===== config.mk =====
export PLATFORM = sky130hd
export DESIGN_NAME = mmbd_decoder
export DESIGN_NICKNAME = d
export VERILOG_FILES = /design/src/hdl/mmbd_pkg.sv /design/src/hdl/mmbd_gpr_ram.sv /design/src/hdl/mmbd_decoder.sv
export SDC_FILE = /design/constraint.sdc
export NUM_CORES = 1
export LEC_CHECK = 0
export BUFFER_PORTS_ARGS = -buffer_cell sky130_fd_sc_hd__buf_2
export CELL_PAD_IN_SITES_DETAIL_PLACEMENT = 2
export CELL_PAD_IN_SITES_GLOBAL_PLACEMENT = 2
export CORE_UTILIZATION = 28
export DETAILED_ROUTE_END_ITERATION = 10
export HOLD_SLACK_MARGIN = 0.02
export PLACE_DENSITY = 0.66
export REMOVE_ABC_BUFFERS = 1
export SLEW_MARGIN = 25
export SYNTH_ARGS = -nofsm -noshare
export SYNTH_HDL_FRONTEND = slang
export SYNTH_SLANG_ARGS = --single-unit

===== constraint.sdc =====
create_clock -name ref_clk_i -period 9.8 [get_ports ref_clk_i]
set_clock_uncertainty 0.05 [all_clocks]
set_input_delay 0.49 -clock ref_clk_i [delete_from_list [all_inputs] [get_ports ref_clk_i]]
set_output_delay 0.49 -clock ref_clk_i [all_outputs]
set_load 0.05 [all_outputs]

===== src/hdl/mmbd_pkg.sv =====
// Constants and carrier types for the memory map and bank decoder.
package mmbd_pkg;

    localparam int          PC_W          = 13;
    localparam int          PM_AW         = 11;
    localparam int          INSN_W        = 14;
    localparam int          DA_W          = 9;
    localparam int          OFS_W         = 7;
    localparam int          GPR_W         = 7;
    localparam logic [12:0] RESET_VECTOR  = 13'h0000;
    localparam logic [12:0] IRQ_VECTOR    = 13'h0004;
    localparam logic [6:0]  OFS_INDIRECT  = 7'h00;
    localparam logic [6:0]  OFS_PC_LOW    = 7'h02;
    localparam logic [6:0]  OFS_STATUS    = 7'h03;
    localparam logic [6:0]  OFS_POINTER   = 7'h04;
    localparam logic [6:0]  OFS_PORT_FOUR = 7'h08;
    localparam logic [6:0]  OFS_PORT_FIVE = 7'h09;
    localparam logic [6:0]  OFS_PCLATCH   = 7'h0a;
    localparam logic [6:0]  OFS_INTCTL    = 7'h0b;
    localparam logic [6:0]  OFS_GPR_LO    = 7'h20;
    localparam logic [6:0]  OFS_GPR_B1_HI = 7'h3f;
    localparam logic [6:0]  OFS_SHARED    = 7'h70;
    localparam logic [8:0]  ADDR_RSV_A    = 9'h18e;
    localparam logic [8:0]  ADDR_RSV_B    = 9'h18f;
    localparam logic [6:0]  B1_GPR_BASE   = 7'h00;
    localparam int          STATUS_SEL_LO = 5;
    localparam int          STATUS_SEL_HI = 6;
    localparam int          STATUS_IRP    = 7;
    localparam logic [7:0]  STATUS_RESET  = 8'h18;
    localparam logic [7:0]  ZERO_BYTE     = 8'h00;
    localparam logic [4:0]  PCLATCH_RESET = 5'h00;

    typedef struct packed {
        logic       wr;
        logic       rd;
        logic       ind;
        logic [6:0] ofs;
        logic [7:0] wdata;
    } mmbd_dreq_t;

    typedef enum logic [2:0] {
        MMBD_T_NONE,
        MMBD_T_GPR,
        MMBD_T_STATUS,
        MMBD_T_POINTER,
        MMBD_T_PC_LOW,
        MMBD_T_PCLATCH,
        MMBD_T_INTCTL,
        MMBD_T_PORT
    } mmbd_target_t;

endpackage


===== src/hdl/mmbd_gpr_ram.sv =====
// General purpose static RAM array behind the data bus.
`timescale 1ns/1ps
module mmbd_gpr_ram
    import mmbd_pkg::*;
#(
    parameter int DEPTH = 128
)
(
    input  wire logic                ref_clk_i,
    input  wire logic                we_i,
    input  wire logic [GPR_W-1:0]    waddr_i,
    input  wire logic [7:0]          wdata_i,
    input  wire logic [GPR_W-1:0]    raddr_i,
    output logic      [7:0]          rdata_o
);
    logic [7:0] mem [DEPTH];

    // Storage holds no reset; its contents are unknown after power-up.
    always_ff @(posedge ref_clk_i)
    begin
        if (we_i)
        begin
            mem[waddr_i] <= wdata_i;
        end
    end

    always_comb
    begin
        rdata_o = mem[raddr_i];
    end
endmodule // mmbd_gpr_ram


===== src/hdl/mmbd_decoder.sv =====
// Program counter, bank select and data memory decoder of the core.
//
// Added by the designer: strobed register access.
`timescale 1ns/1ps
module mmbd_decoder
    import mmbd_pkg::*;
#(
    parameter bit HAS_PORTS_DE = 1'b1
)
(
    input  wire logic                     ref_clk_i,
    input  wire logic                     reset_i,
    input  wire logic                     pc_step_i,
    input  wire logic                     pc_load_i,
    input  wire logic [10:0]              pc_target_i,
    input  wire logic                     irq_accept_i,
    output logic      [PC_W-1:0]          pc_o,
    output logic      [PM_AW-1:0]         pm_addr_o,
    input  wire mmbd_pkg::mmbd_dreq_t     dreq_i,
    output logic      [7:0]               rdata_o,
    output logic      [DA_W-1:0]          dm_addr_o,
    output logic                          unimpl_o,
    output logic      [7:0]               status_o,
    output logic      [7:0]               pointer_o,
    output logic      [7:0]               intctl_o,
    output logic                          port_we_o,
    output logic      [7:0]               port_wdata_o,
    input  wire logic [7:0]               port_rdata_i
);
    import mmbd_pkg::*;

    ////////////////////////////////////////////////////////////////////
    // Program counter.

    logic [PC_W-1:0]  pc;
    logic [PC_W-1:0]  next_pc;
    logic [4:0]       pclatch;
    logic [4:0]       next_pclatch;
    logic [PM_AW-1:0] pm_addr;
    logic [PM_AW-1:0] next_pm_addr;

    always_comb
    begin
        next_pc = pc;
        if (irq_accept_i)
        begin
            next_pc = IRQ_VECTOR;
        end
        else if (pc_load_i)
        begin
            next_pc = {pclatch[4:3], pc_target_i};
        end
        else if (pc_step_i)
        begin
            next_pc = pc + 13'h0001;
        end
        // Dropping the upper bits makes high addresses alias low words.
        next_pm_addr = next_pc[PM_AW-1:0];
    end

    always_ff @(posedge ref_clk_i or posedge reset_i)
    begin
        if (reset_i)
        begin
            pc      <= RESET_VECTOR;
            pm_addr <= RESET_VECTOR[PM_AW-1:0];
        end
        else
        begin
            pc      <= next_pc;
            pm_addr <= next_pm_addr;
        end
    end

    ////////////////////////////////////////////////////////////////////
    // Data address formation.

    logic [7:0]      status;
    logic [7:0]      pointer;
    logic [7:0]      intctl;
    logic [1:0]      bank;
    logic [OFS_W-1:0] ofs;
    logic [DA_W-1:0] daddr;
    mmbd_target_t    target;
    logic [GPR_W-1:0] gpr_idx;

    always_comb
    begin
        // Offset zero is not storage: it always follows the pointer.
        if (dreq_i.ind || dreq_i.ofs == OFS_INDIRECT)
        begin
            bank = {status[STATUS_IRP], pointer[7]};
            ofs  = pointer[6:0];
        end
        else
        begin
            bank = {status[STATUS_SEL_HI], status[STATUS_SEL_LO]};
            ofs  = dreq_i.ofs;
        end
        daddr = {bank, ofs};
    end

    always_comb
    begin
        target  = MMBD_T_NONE;
        gpr_idx = ofs;
        // A pointer aimed at offset zero reads as unimplemented.
        if (ofs == OFS_INDIRECT)
        begin
            target = MMBD_T_NONE;
        end
        else if (ofs == OFS_STATUS)
        begin
            target = MMBD_T_STATUS;
        end
        else if (ofs == OFS_POINTER)
        begin
            target = MMBD_T_POINTER;
        end
        else if (ofs == OFS_PC_LOW)
        begin
            target = MMBD_T_PC_LOW;
        end
        else if (ofs == OFS_PCLATCH)
        begin
            target = MMBD_T_PCLATCH;
        end
        else if (ofs == OFS_INTCTL)
        begin
            target = MMBD_T_INTCTL;
        end
        else if ((ofs == OFS_PORT_FOUR || ofs == OFS_PORT_FIVE) && !bank[1])
        begin
            target = HAS_PORTS_DE ? MMBD_T_PORT : MMBD_T_NONE;
        end
        else if (ofs >= OFS_SHARED)
        begin
            target = MMBD_T_GPR;
        end
        else if (ofs >= OFS_GPR_LO && !bank[0])
        begin
            target = MMBD_T_GPR;
        end
        else if (ofs >= OFS_GPR_LO && ofs <= OFS_GPR_B1_HI)
        begin
            // Bank 1 RAM takes the slots below 20h that bank 0 leaves
            // free, so the two banks overlap only in the shared 70h-7Fh slots.
            target  = MMBD_T_GPR;
            gpr_idx = B1_GPR_BASE + (ofs - OFS_GPR_LO);
        end
        else
        begin
            target = MMBD_T_NONE;
        end
    end

    ////////////////////////////////////////////////////////////////////
    // Register file and RAM.

    logic [7:0] ram_rdata;
    logic       ram_we;
    logic [7:0] next_status;
    logic [7:0] next_pointer;
    logic [7:0] next_intctl;
    logic [7:0] next_rdata;
    logic [7:0] rdata;
    logic       next_unimpl;
    logic       unimpl;
    logic       port_we;
    logic       next_port_we;
    logic [7:0] port_wdata;
    logic [DA_W-1:0] dm_addr;

    mmbd_gpr_ram #(
        .DEPTH (128)
    ) u_ram (
        .ref_clk_i (ref_clk_i),
        .we_i      (ram_we),
        .waddr_i   (gpr_idx),
        .wdata_i   (dreq_i.wdata),
        .raddr_i   (gpr_idx),
        .rdata_o   (ram_rdata)
    );

    always_comb
    begin
        ram_we       = dreq_i.wr && target == MMBD_T_GPR;
        next_status  = status;
        next_pointer = pointer;
        next_intctl  = intctl;
        next_pclatch = pclatch;
        next_port_we = dreq_i.wr && target == MMBD_T_PORT;
        next_unimpl  = (dreq_i.wr || dreq_i.rd) && target == MMBD_T_NONE;
        next_rdata   = ZERO_BYTE;
        if (dreq_i.wr)
        begin
            case (target)
                MMBD_T_STATUS:  next_status  = dreq_i.wdata;
                MMBD_T_POINTER: next_pointer = dreq_i.wdata;
                MMBD_T_INTCTL:  next_intctl  = dreq_i.wdata;
                MMBD_T_PCLATCH: next_pclatch = dreq_i.wdata[4:0];
                default:        next_pclatch = pclatch;
            endcase
        end
        if (dreq_i.rd)
        begin
            case (target)
                MMBD_T_GPR:     next_rdata = ram_rdata;
                MMBD_T_STATUS:  next_rdata = status;
                MMBD_T_POINTER: next_rdata = pointer;
                MMBD_T_INTCTL:  next_rdata = intctl;
                MMBD_T_PC_LOW:  next_rdata = pc[7:0];
                MMBD_T_PCLATCH: next_rdata = {3'h0, pclatch};
                MMBD_T_PORT:    next_rdata = port_rdata_i;
                default:        next_rdata = ZERO_BYTE;
            endcase
        end
    end

    // Data bus state runs beside the fetch path in the same cycle.
    always_ff @(posedge ref_clk_i or posedge reset_i)
    begin
        if (reset_i)
        begin
            status     <= STATUS_RESET;
            pointer    <= ZERO_BYTE;
            intctl     <= ZERO_BYTE;
            pclatch    <= PCLATCH_RESET;
            rdata      <= ZERO_BYTE;
            unimpl     <= 1'b0;
            port_we    <= 1'b0;
            port_wdata <= ZERO_BYTE;
            dm_addr    <= 9'h000;
        end
        else
        begin
            status     <= next_status;
            pointer    <= next_pointer;
            intctl     <= next_intctl;
            pclatch    <= next_pclatch;
            rdata      <= next_rdata;
            unimpl     <= next_unimpl;
            port_we    <= next_port_we;
            port_wdata <= dreq_i.wdata;
            dm_addr    <= daddr;
        end
    end

    assign pc_o         = pc;
    assign pm_addr_o    = pm_addr;
    assign rdata_o      = rdata;
    assign dm_addr_o    = dm_addr;
    assign unimpl_o     = unimpl;
    assign status_o     = status;
    assign pointer_o    = pointer;
    assign intctl_o     = intctl;
    assign port_we_o    = port_we;
    assign port_wdata_o = port_wdata;
endmodule // mmbd_decoder


==> impl_summary.txt, run 1 <==
----------------------------------------------------
[Synthesis]
  Synthesized area per cell ... 12.5 um2
  Post-synthesis instance area ... 0.0452 mm2
  Main combinational cell family by area after synthesis ... simple AND/OR/NAND/NOR gates
  Cell accounting for the most synthesized area ... edfxtp_1
  Portion of synthesized cell area occupied by the leading cell type ... 0.680
  Number of warnings printed during yosys synthesis ... 0
  #FFs+latches synth ... between 1000 and 1500
  Area fraction in compound gates after synthesis ... 0.0614
  Top area cells in the synthesized netlist ... edfxtp_1, nand2_1, nand3_1
  Post-synthesis share of cell area spent on full adders, half adders and majority gates ... 0.00111
  Asr flop ratio synth ... 0.0631
  Synthesized instance count ... 3604
  Area fraction in and, or, nand and nor cells after synthesis ... 0.165
  Mux contribution to synthesized area ... 0.0277
  Primary flip-flop cell chosen by synthesis mapping ... edfxtp_1
  Xor/xnor share of the synthesized area ... 0.00233
  Register area share after synthesis ... 0.719
  EDFF count, synth ... 1024
  Post-synth cell types ... 68

[Route]
  Total number of vias ... 31400
  Number of remaining DRC errors ... 0
  Routed via count divided by cell count ... approximately 5.3
  Number of DRC violations after detailed-routing iteration 0 ... 2888
  Number of nets still failing antenna checks after routing ... 0
  Iteration count of the initial detailed-routing pass ... 5
  Final Routed Wirelength ... between 150000 and 200000 um
  Routed len/inst ... between 20 and 30 um

[Power]
  Net switching power ... 4810 uW
  LEAKAGE ... 0.0177 uW
  Switching share of power ... 0.362
  Relative contribution of sequential cells to total power ... 0.402
  Fraction of power consumed by the clock network ... 0.325
  Relative contribution of combinational cells to total power ... 0.273
  Peak ir drop on the vdd network ... 0.000164 V
  Internal portion of total power ... 8450 uW
  Pwr/cell area ... 254 mW/mm2

[CTS]
  Clock slew at the register clock pins of the worst setup and hold paths ... ~0.060 ns
  Number of clock sinks ... between 1000 and 1500
  Clock tree from TritonCTS ... yes
  TritonCTS buffer count ... 117
  Resized Gates After CTS ... 0
  Buffer cell driving the clock tree root ... clkbuf_16
  Deepest clock path buffer count ... 3
  Clock latency reported for the late side of the worst-skew pair ... 0.76 ns
  Buffers inserted by post-CTS timing repair ... 0
  CTS hold repair buffers ... 18
  H-tree levels ... 3

[Timing]
  Final-layout setup total negative slack ... 0 ns
  Setup ws final ... slightly below 4 ns
  Shortest clock period the worst path allows after layout ... 5.85 ns
  Fraction of the cycle the final worst path needs ... 0.597
  Worst-margin pin slew ... 1.16 ns
  Final hold violation count ... 0
  Unrepaired setup endpoints after global routing ... no
  Timing-limited maximum frequency ... 0.171 GHz
  Headroom to the max-slew limit ... 0.223
  Count of pins over their slew limit ... 0
  Final setup violating endpoints ... 0

[Worst setup path]
  Largest incremental delay on the critical path ... 1.00 ns
  Endpoint kind of the worst setup timing path ... flop
  Slowest stage cell, crit path ... nor3_1
  Dominant cell type by count on the critical path ... buf_4
  Data arrival time of the worst path ... 6.17 ns
  Critical Path RT ... around 10 ns
  Type of element launching the critical path ... flop
  Maximum fanout along the worst path ... 130
  Crit path cell chain ... mux2_2, a31oi_4, buf_4, inv_8, nor3_2, buf_4, o21a_1, or2_1, nand2_2, nor3_1
  Count of cells along the worst register-to-register path ... 10
  Crit Path Class ... flop to flop
  Setup slack of the worst register-to-register path ... 3.95 ns

[Die]
  Height of the die ... 404 um
  Total core area ... 0.160 mm2
  FP Rows ... 147
  Starting utilization of the core area ... 0.282
  Chip Width ... 404 um
  Area enclosed by the die boundary ... around 0.16 mm2
  Top-Level Pins ... ~120

[Place]
  Number of port buffers ... 116
  Worst slack at placement ... 3.12 ns
  Routability Congestion ... 0.832
  Final HPWL DP ... 104000 um

[Global routing]
  First-pass GRT wire length ... 242000 um
  Largest net degree at the start of global routing ... 166
  GRT Util Overall ... 0.203
  Vias in the first global route ... 33200
  Initial antenna violation count ... 6
  Sum of overflow across all layers after global routing ... 0

[Job]
  Total of max-cap violations ... 0

[Status]
  Status ... completed

[Final layout]
  Share of final-layout standard cells stronger than drive strength 1 ... 0.113
  Layout fillers ... 16900
  Final core utilization ... 0.325
  Commonest non-fill, non-tap cells in the layout ... edfxtp_1, nand2_1, nand3_1
  Most common library cell in the layout ignoring fill and taps ... edfxtp_1
  Layout Nets ... 3723
  Layout Area Growth over Synthesis ... 15.4%

[Min path]
  Worst hold path depth ... 1
  Worst hold path class ... primary input to flop

----------------------------------------------------
## cell usage after synthesis (3+ instances only)
master	number
nand3_1	451
a22oi_1	34
nand2_1	923
buf_4	11
a211oi_1	13
and3_1	54
o21ai_0	21
a21o_1	3
nand2b_1	10
or3_1	5
o22ai_1	47
o32ai_1	3
a222oi_1	9
buf_1	65
buf_2	12
a31oi_1	70
xor2_1	10
o211ai_1	11
mux2_2	33
a211o_1	5
a311oi_1	38
ha_1	4
nor4_1	9
a221oi_1	21
nor2b_1	7
a31o_2	5
inv_1	15
mux2i_1	88
a311o_1	5
edfxtp_1	1024
inv_2	4
dfrtp_1	67
a32o_1	3
and2_1	4
nor2_1	166
nand4_1	41
o22a_1	11
a21oi_1	51
o21ai_1	3
nor3_1	43
o21a_1	7
a32oi_1	12
clkbuf_1	153
## registers in the layout, indices dropped and copies added (netlist names)
register	count
status_o	8
dm_addr_o	9
u_ram.mem	1024
pclatch	5
pointer_o	8
rdata_o	8
port_wdata_o	8
unimpl_o	1
port_we_o	1
pc_o	13
intctl_o	8
## layout make-up
| class | count | area [um2] | share of cell area |
|---|---|---|---|
| Inverter | 20 | 91.3 | 0.00175 |
| Clock inverter | 70 | 538 | 0.0103 |
| Clock buffer | 149 | 3090 | 0.0593 |
| Sequential cell | 1093 | 32500 | 0.623 |
| Antenna cell | 4 | 10.0 | 0.000192 |
| Tap cell | 2160 | 2700 | 0.0518 |
| Multi-Input combinational cell | 2248 | 11900 | 0.228 |
| Timing Repair Buffer | 197 | 1340 | 0.0257 |
## path summary, 6_finish.rpt
kind	to	startpoint
hold / removal	port_wdata_o[3]	dreq_i[3]
setup / recovery	u_ram.mem[79][3]	pointer_o[1]
hold reg to reg	pclatch[1]	pclatch[1]
max in group asynchronous	pointer_o[1]	reset_i
min in group asynchronous	intctl_o[4]	reset_i
setup reg to reg	u_ram.mem[79][3]	pointer_o[1]
## power groups by stage
| stage | Clock [uW] | Sequential (uW) | Combinational [uW] |
|---|---|---|---|
| after floorplan | 0 | 5600 | 2120 |
| after global placement | 0 | 5430 | 3500 |
| after detailed placement | 0 | 5430 | 3570 |
| after CTS | 4390 | 5340 | 3600 |
| after global routing | 4540 | 5340 | 3800 |
| final | 4310 | 5340 | 3610 |
## critical path, delay by kind of cell, from the launching register on
family | cells | cell delay (ns)
AOI/OAI and AO/OA | 2 | 0.33
DFF | 1 | 0.64
and+or+nand+nor | 4 | 2.65
buffers and inverters | 3 | 1.36
muxes | 1 | 0.37
## layer usage
metal | global-route usage | up-vias | wire, um
met3 | 0.0263 | 235 | 8430
met1 | 0.279 | 16700 | 75400
li1 | - | 13500 | -
met4 | 0.0613 | 12 | 4410
met2 | 0.332 | 926 | 79800
met5 | 0 | - | 71
## per-stage QoR
stage,area [um2],hold WS [ns],power (uW),std cells
3_3_place_gp,48200,0.441,8930,5699
5_1_grt,52100,0.0622,13700,5937
3_5_place_dp,48200,0.448,9000,5699
2_1_floorplan,44200,0.430,7730,3361
6_report,52100,0.0835,13300,5941
4_1_cts,52000,0.0270,13300,5936
## cell families (layout without fill, tap and decap cells)
| group | Yosys count | in the layout |
|---|---|---|
| flip-flops | 1093 | 1093 |
| adder cells (fa/ha/maj) | 4 | 4 |
| AND/OR/NAND/NOR | 1724 | 1724 |
| XOR/XNOR | 12 | 12 |
| buffers and inverters | 263 | 436 |
| multiplexers | 121 | 121 |
| other | 0 | 4 |
| AO/OA/AOI/OAI | 387 | 387 |
No activity file was read; power rests on OpenSTA's default activity.
==> run 2, diff against run 1 <==
--- a/config.mk
+++ b/config.mk
@@ -5,13 +5,14 @@
 export SDC_FILE = /design/constraint.sdc
 export NUM_CORES = 1
 export LEC_CHECK = 0
+export ABC_AREA = 1
 export BUFFER_PORTS_ARGS = -buffer_cell sky130_fd_sc_hd__buf_2
 export CELL_PAD_IN_SITES_DETAIL_PLACEMENT = 2
 export CELL_PAD_IN_SITES_GLOBAL_PLACEMENT = 2
 export CORE_UTILIZATION = 28
 export DETAILED_ROUTE_END_ITERATION = 10
 export HOLD_SLACK_MARGIN = 0.02
-export PLACE_DENSITY = 0.66
+export PLACE_DENSITY = 0.69
 export REMOVE_ABC_BUFFERS = 1
 export SLEW_MARGIN = 25
 export SYNTH_ARGS = -nofsm -noshare
==> constraint.sdc (replaced) <==
create_clock -name ref_clk_i -period 5.15 [get_ports ref_clk_i]
set_clock_uncertainty 0.05 [all_clocks]
set_input_delay 0.2575 -clock ref_clk_i [delete_from_list [all_inputs] [get_ports ref_clk_i]]
set_output_delay 0.2575 -clock ref_clk_i [all_outputs]
set_load 0.05 [all_outputs]
==> run 2 against run 1 <==
Against the previous run: design area is 3.2% higher; sequential power is 89% higher; sequential share of layout area decreased by 1.9 points; flip-flop and latch count did not move; worst setup slack got worse by 3.3 ns; hold slack got worse by 0.027 ns; register-to-register slack worse by 3.2 ns; wire length down 2.5%.
==> impl_summary.txt, run 2 <==
----------------------------------------------------
[Status]
  Status ... completed

[Worst setup path]
  Maximum fanout along the worst path ... 11
  Endpoint of the most critical register-to-register path ... u_ram.mem[100][2]
  Crit Reg-Reg Startpoint ... pointer_o[6]
  Largest incremental delay on the critical path ... 0.64 ns
  Slowest stage cell, crit path ... nor2_1
  Setup slack of the worst register-to-register path ... just under 0.8 ns
  Data arrival time of the worst path ... 4.85 ns
  Count of cells along the worst register-to-register path ... 14
  Crit path cell chain ... dlygate4sd3_1, buf_2, nor2_1, nand2_1, o21ai_2, nand2_1, nand2_1, inv_2, nand2_1, nor2_1, nand2_1, buf_4, nand2_1, nor3_1, buf_4, nand3_1, nor2_1, nand2_1, nor2_1
  Endpoint kind of the worst setup timing path ... flop
  Type of element launching the critical path ... primary input
  Critical Path RT ... 5.47 ns
  Crit Path Class ... primary input to flop
  Dominant cell type by count on the critical path ... nand2_1

[Timing]
  Headroom to the max-slew limit ... 0.341
  Setup ws final ... 0.614 ns
  Fraction of the cycle the final worst path needs ... 0.881
  Final-layout setup total negative slack ... 0 ns
  Unrepaired setup endpoints after global routing ... no
  Timing-limited maximum frequency ... 0.220 GHz
  Count of pins over their slew limit ... 0
  Final hold violation count ... 0
  Final setup violating endpoints ... 0
  Worst-margin pin slew ... between 0.9 and 1 ns
  Shortest clock period the worst path allows after layout ... approximately 4.5 ns

[Global routing]
  Initial antenna violation count ... 4
  Vias in the first global route ... 35800
  Largest net degree at the start of global routing ... around 160
  Sum of overflow across all layers after global routing ... 0
  GRT Util Overall ... 0.199
  First-pass GRT wire length ... ~240000 um

[Synthesis]
  Synthesized area per cell ... 11.0 um2
  Number of warnings printed during yosys synthesis ... 0
  Top cell types by occurrence after synthesis ... nand2_1, edfxtp_1, nor2_1
  #FFs+latches synth ... 1093
  Portion of synthesized cell area occupied by the leading cell type ... 0.675
  Primary flip-flop cell chosen by synthesis mapping ... edfxtp_1
  Post-synth cell types ... 42
  Asr flop ratio synth ... 0.0631
  Post-synthesis instance area ... 0.0455 mm2
  Synthesized instance count ... 4147
  Cell accounting for the most synthesized area ... edfxtp_1
  EDFF count, synth ... between 1000 and 1500
  Register area share after synthesis ... 0.713
  Top area cells in the synthesized netlist ... edfxtp_1, nand2_1, nand3_1
  Leading cell type by number of instances after synthesis ... nand2_1

[Final layout]
  Most common library cell in the layout ignoring fill and taps ... nand2_1
  Flip-flop count of the largest register after layout ... 1024
  Layout Nets ... 4417
  Final core utilization ... 0.334
  Commonest non-fill, non-tap cells in the layout ... nand2_1, edfxtp_1, nor2_1
  Register with the most flip-flops ... u_ram.mem
  Antenna diode count ... 0
  Layout Area Growth over Synthesis ... 18.1%
  Layout fillers ... 17100
  Share of final-layout standard cells stronger than drive strength 1 ... 0.114

[Place]
  Final HPWL DP ... 99400 um
  Worst slack at placement ... 0.435 ns
  Number of port buffers ... 116
  Routability Congestion ... 0.840

[CTS]
  Buffer cell driving the clock tree root ... clkbuf_16
  Deepest clock path buffer count ... 3
  Clock latency reported for the late side of the worst-skew pair ... 0.74 ns
  Clock tree from TritonCTS ... yes
  Buffers inserted by post-CTS timing repair ... 0
  TritonCTS buffer count ... 119
  H-tree levels ... 3
  Number of clock sinks ... about 1100
  Clock slew at the register clock pins of the worst setup and hold paths ... about 0.06 ns

[Die]
  Starting utilization of the core area ... 0.283
  Top-Level Pins ... 117
  Area enclosed by the die boundary ... 0.164 mm2
  FP Rows ... 147
  Total core area ... 0.161 mm2
  Height of the die ... 405 um
  Chip Width ... roughly 400 um

[Route]
  Routed len/inst ... 24.7 um
  Total number of vias ... 32900
  Number of nets still failing antenna checks after routing ... 0
  Routed via count divided by cell count ... 4.96
  Iteration count of the initial detailed-routing pass ... 5
  Final Routed Wirelength ... about 160000 um
  Number of remaining DRC errors ... 0
  Number of DRC violations after detailed-routing iteration 0 ... 2372

[Min path]
  Hold Startpoint ... dreq_i[2]
  Worst hold path class ... primary input to flop
  Endpoint of the worst hold-timing path ... port_wdata_o[2]
  Worst hold path depth ... 1

[Power]
  Peak ir drop on the vdd network ... 0.000301 V
  LEAKAGE ... 0.0202 uW
  Pwr/cell area ... 438 mW/mm2

[Job]
  Total of max-cap violations ... 0

----------------------------------------------------
[run 2: metal layers]
layer,vias to the layer above,share of wire,GRT usage
met5,-,0,0
met3,229,0.044,0.0271
met1,17400,0.43,0.261
li1,14500,-,-
met4,0,0.024,0.0523
met2,762,0.50,0.343
[run 2: critical path: cells and delay by family]
kind	cells	cell delay, ns
AND/OR/NAND/NOR	13	3.05
buffers and inverters	5	1.25
AO/OA/AOI/OAI	1	0.26
[run 2: timing repair]
item	4_1_cts	5_1_grt
resized for setup	0	0
setup endpoints to repair	0	0
endpoints found under the hold margin	99	23
hold buffers	41	1
[run 2: how the worst max path moves through the flow]
| stage | end | depth (start not counted) | slack [ns] | start |
|---|---|---|---|---|
| finish | u_ram.mem[100][2] | 19 | 0.61 | dreq_i[10] |
| global placement | u_ram.mem[102][2] | 18 | 0.63 | dreq_i[12] |
| floorplan | u_ram.mem[0][0] | 16 | -4.31 | dreq_i[12] |
| global route | u_ram.mem[101][6] | 19 | 0.34 | dreq_i[10] |
| detailed placement | u_ram.mem[100][5] | 18 | 0.43 | dreq_i[10] |
| CTS | u_ram.mem[101][7] | 19 | 0.67 | dreq_i[10] |
[run 2: cells by family after synthesis]
kind of cell	after synthesis	share of synthesized area
xor gates and xnor gates	10	0.00192
and+or+nand+nor	2249	0.203
buffers and inverters	480	0.0416
adders and majority gates	4	0.00110
AOI/OAI and AO/OA	311	0.0386
DFF	1093	0.713
[run 2: power breakdown]
part | switching, uW | leakage, uW | internal [uW] | total (uW)
combinational | 3680 | 0.00815 | 1110 | 4790
clock | 3610 | 0.00191 | 5090 | 8700
sequential | 192 | 0.0101 | 9880 | 10100
[run 2: layout make-up]
class / instances / area, um2 / area share
clock buffers: 156 / 3280 / 0.0610
well taps: 2160 / 2700 / 0.0503
repair buffers: 324 / 2480 / 0.0461
clock inverters: 62 / 631 / 0.0117
inverters: 259 / 977 / 0.0182
multi-input cells: 2574 / 11200 / 0.209
flip-flops and latches: 1093 / 32500 / 0.604
[run 2: stage by stage]
step	hold slack [ns]	power, uW	instance area, um2	std cells
5_1_grt	0.0374	24400	53800	6628
3_5_place_dp	0.430	15000	49400	6367
3_3_place_gp	0.420	14900	49400	6366
2_1_floorplan	0.239	12900	44600	3926
6_report	0.0564	23600	53800	6628
4_1_cts	0.0216	23800	53800	6626
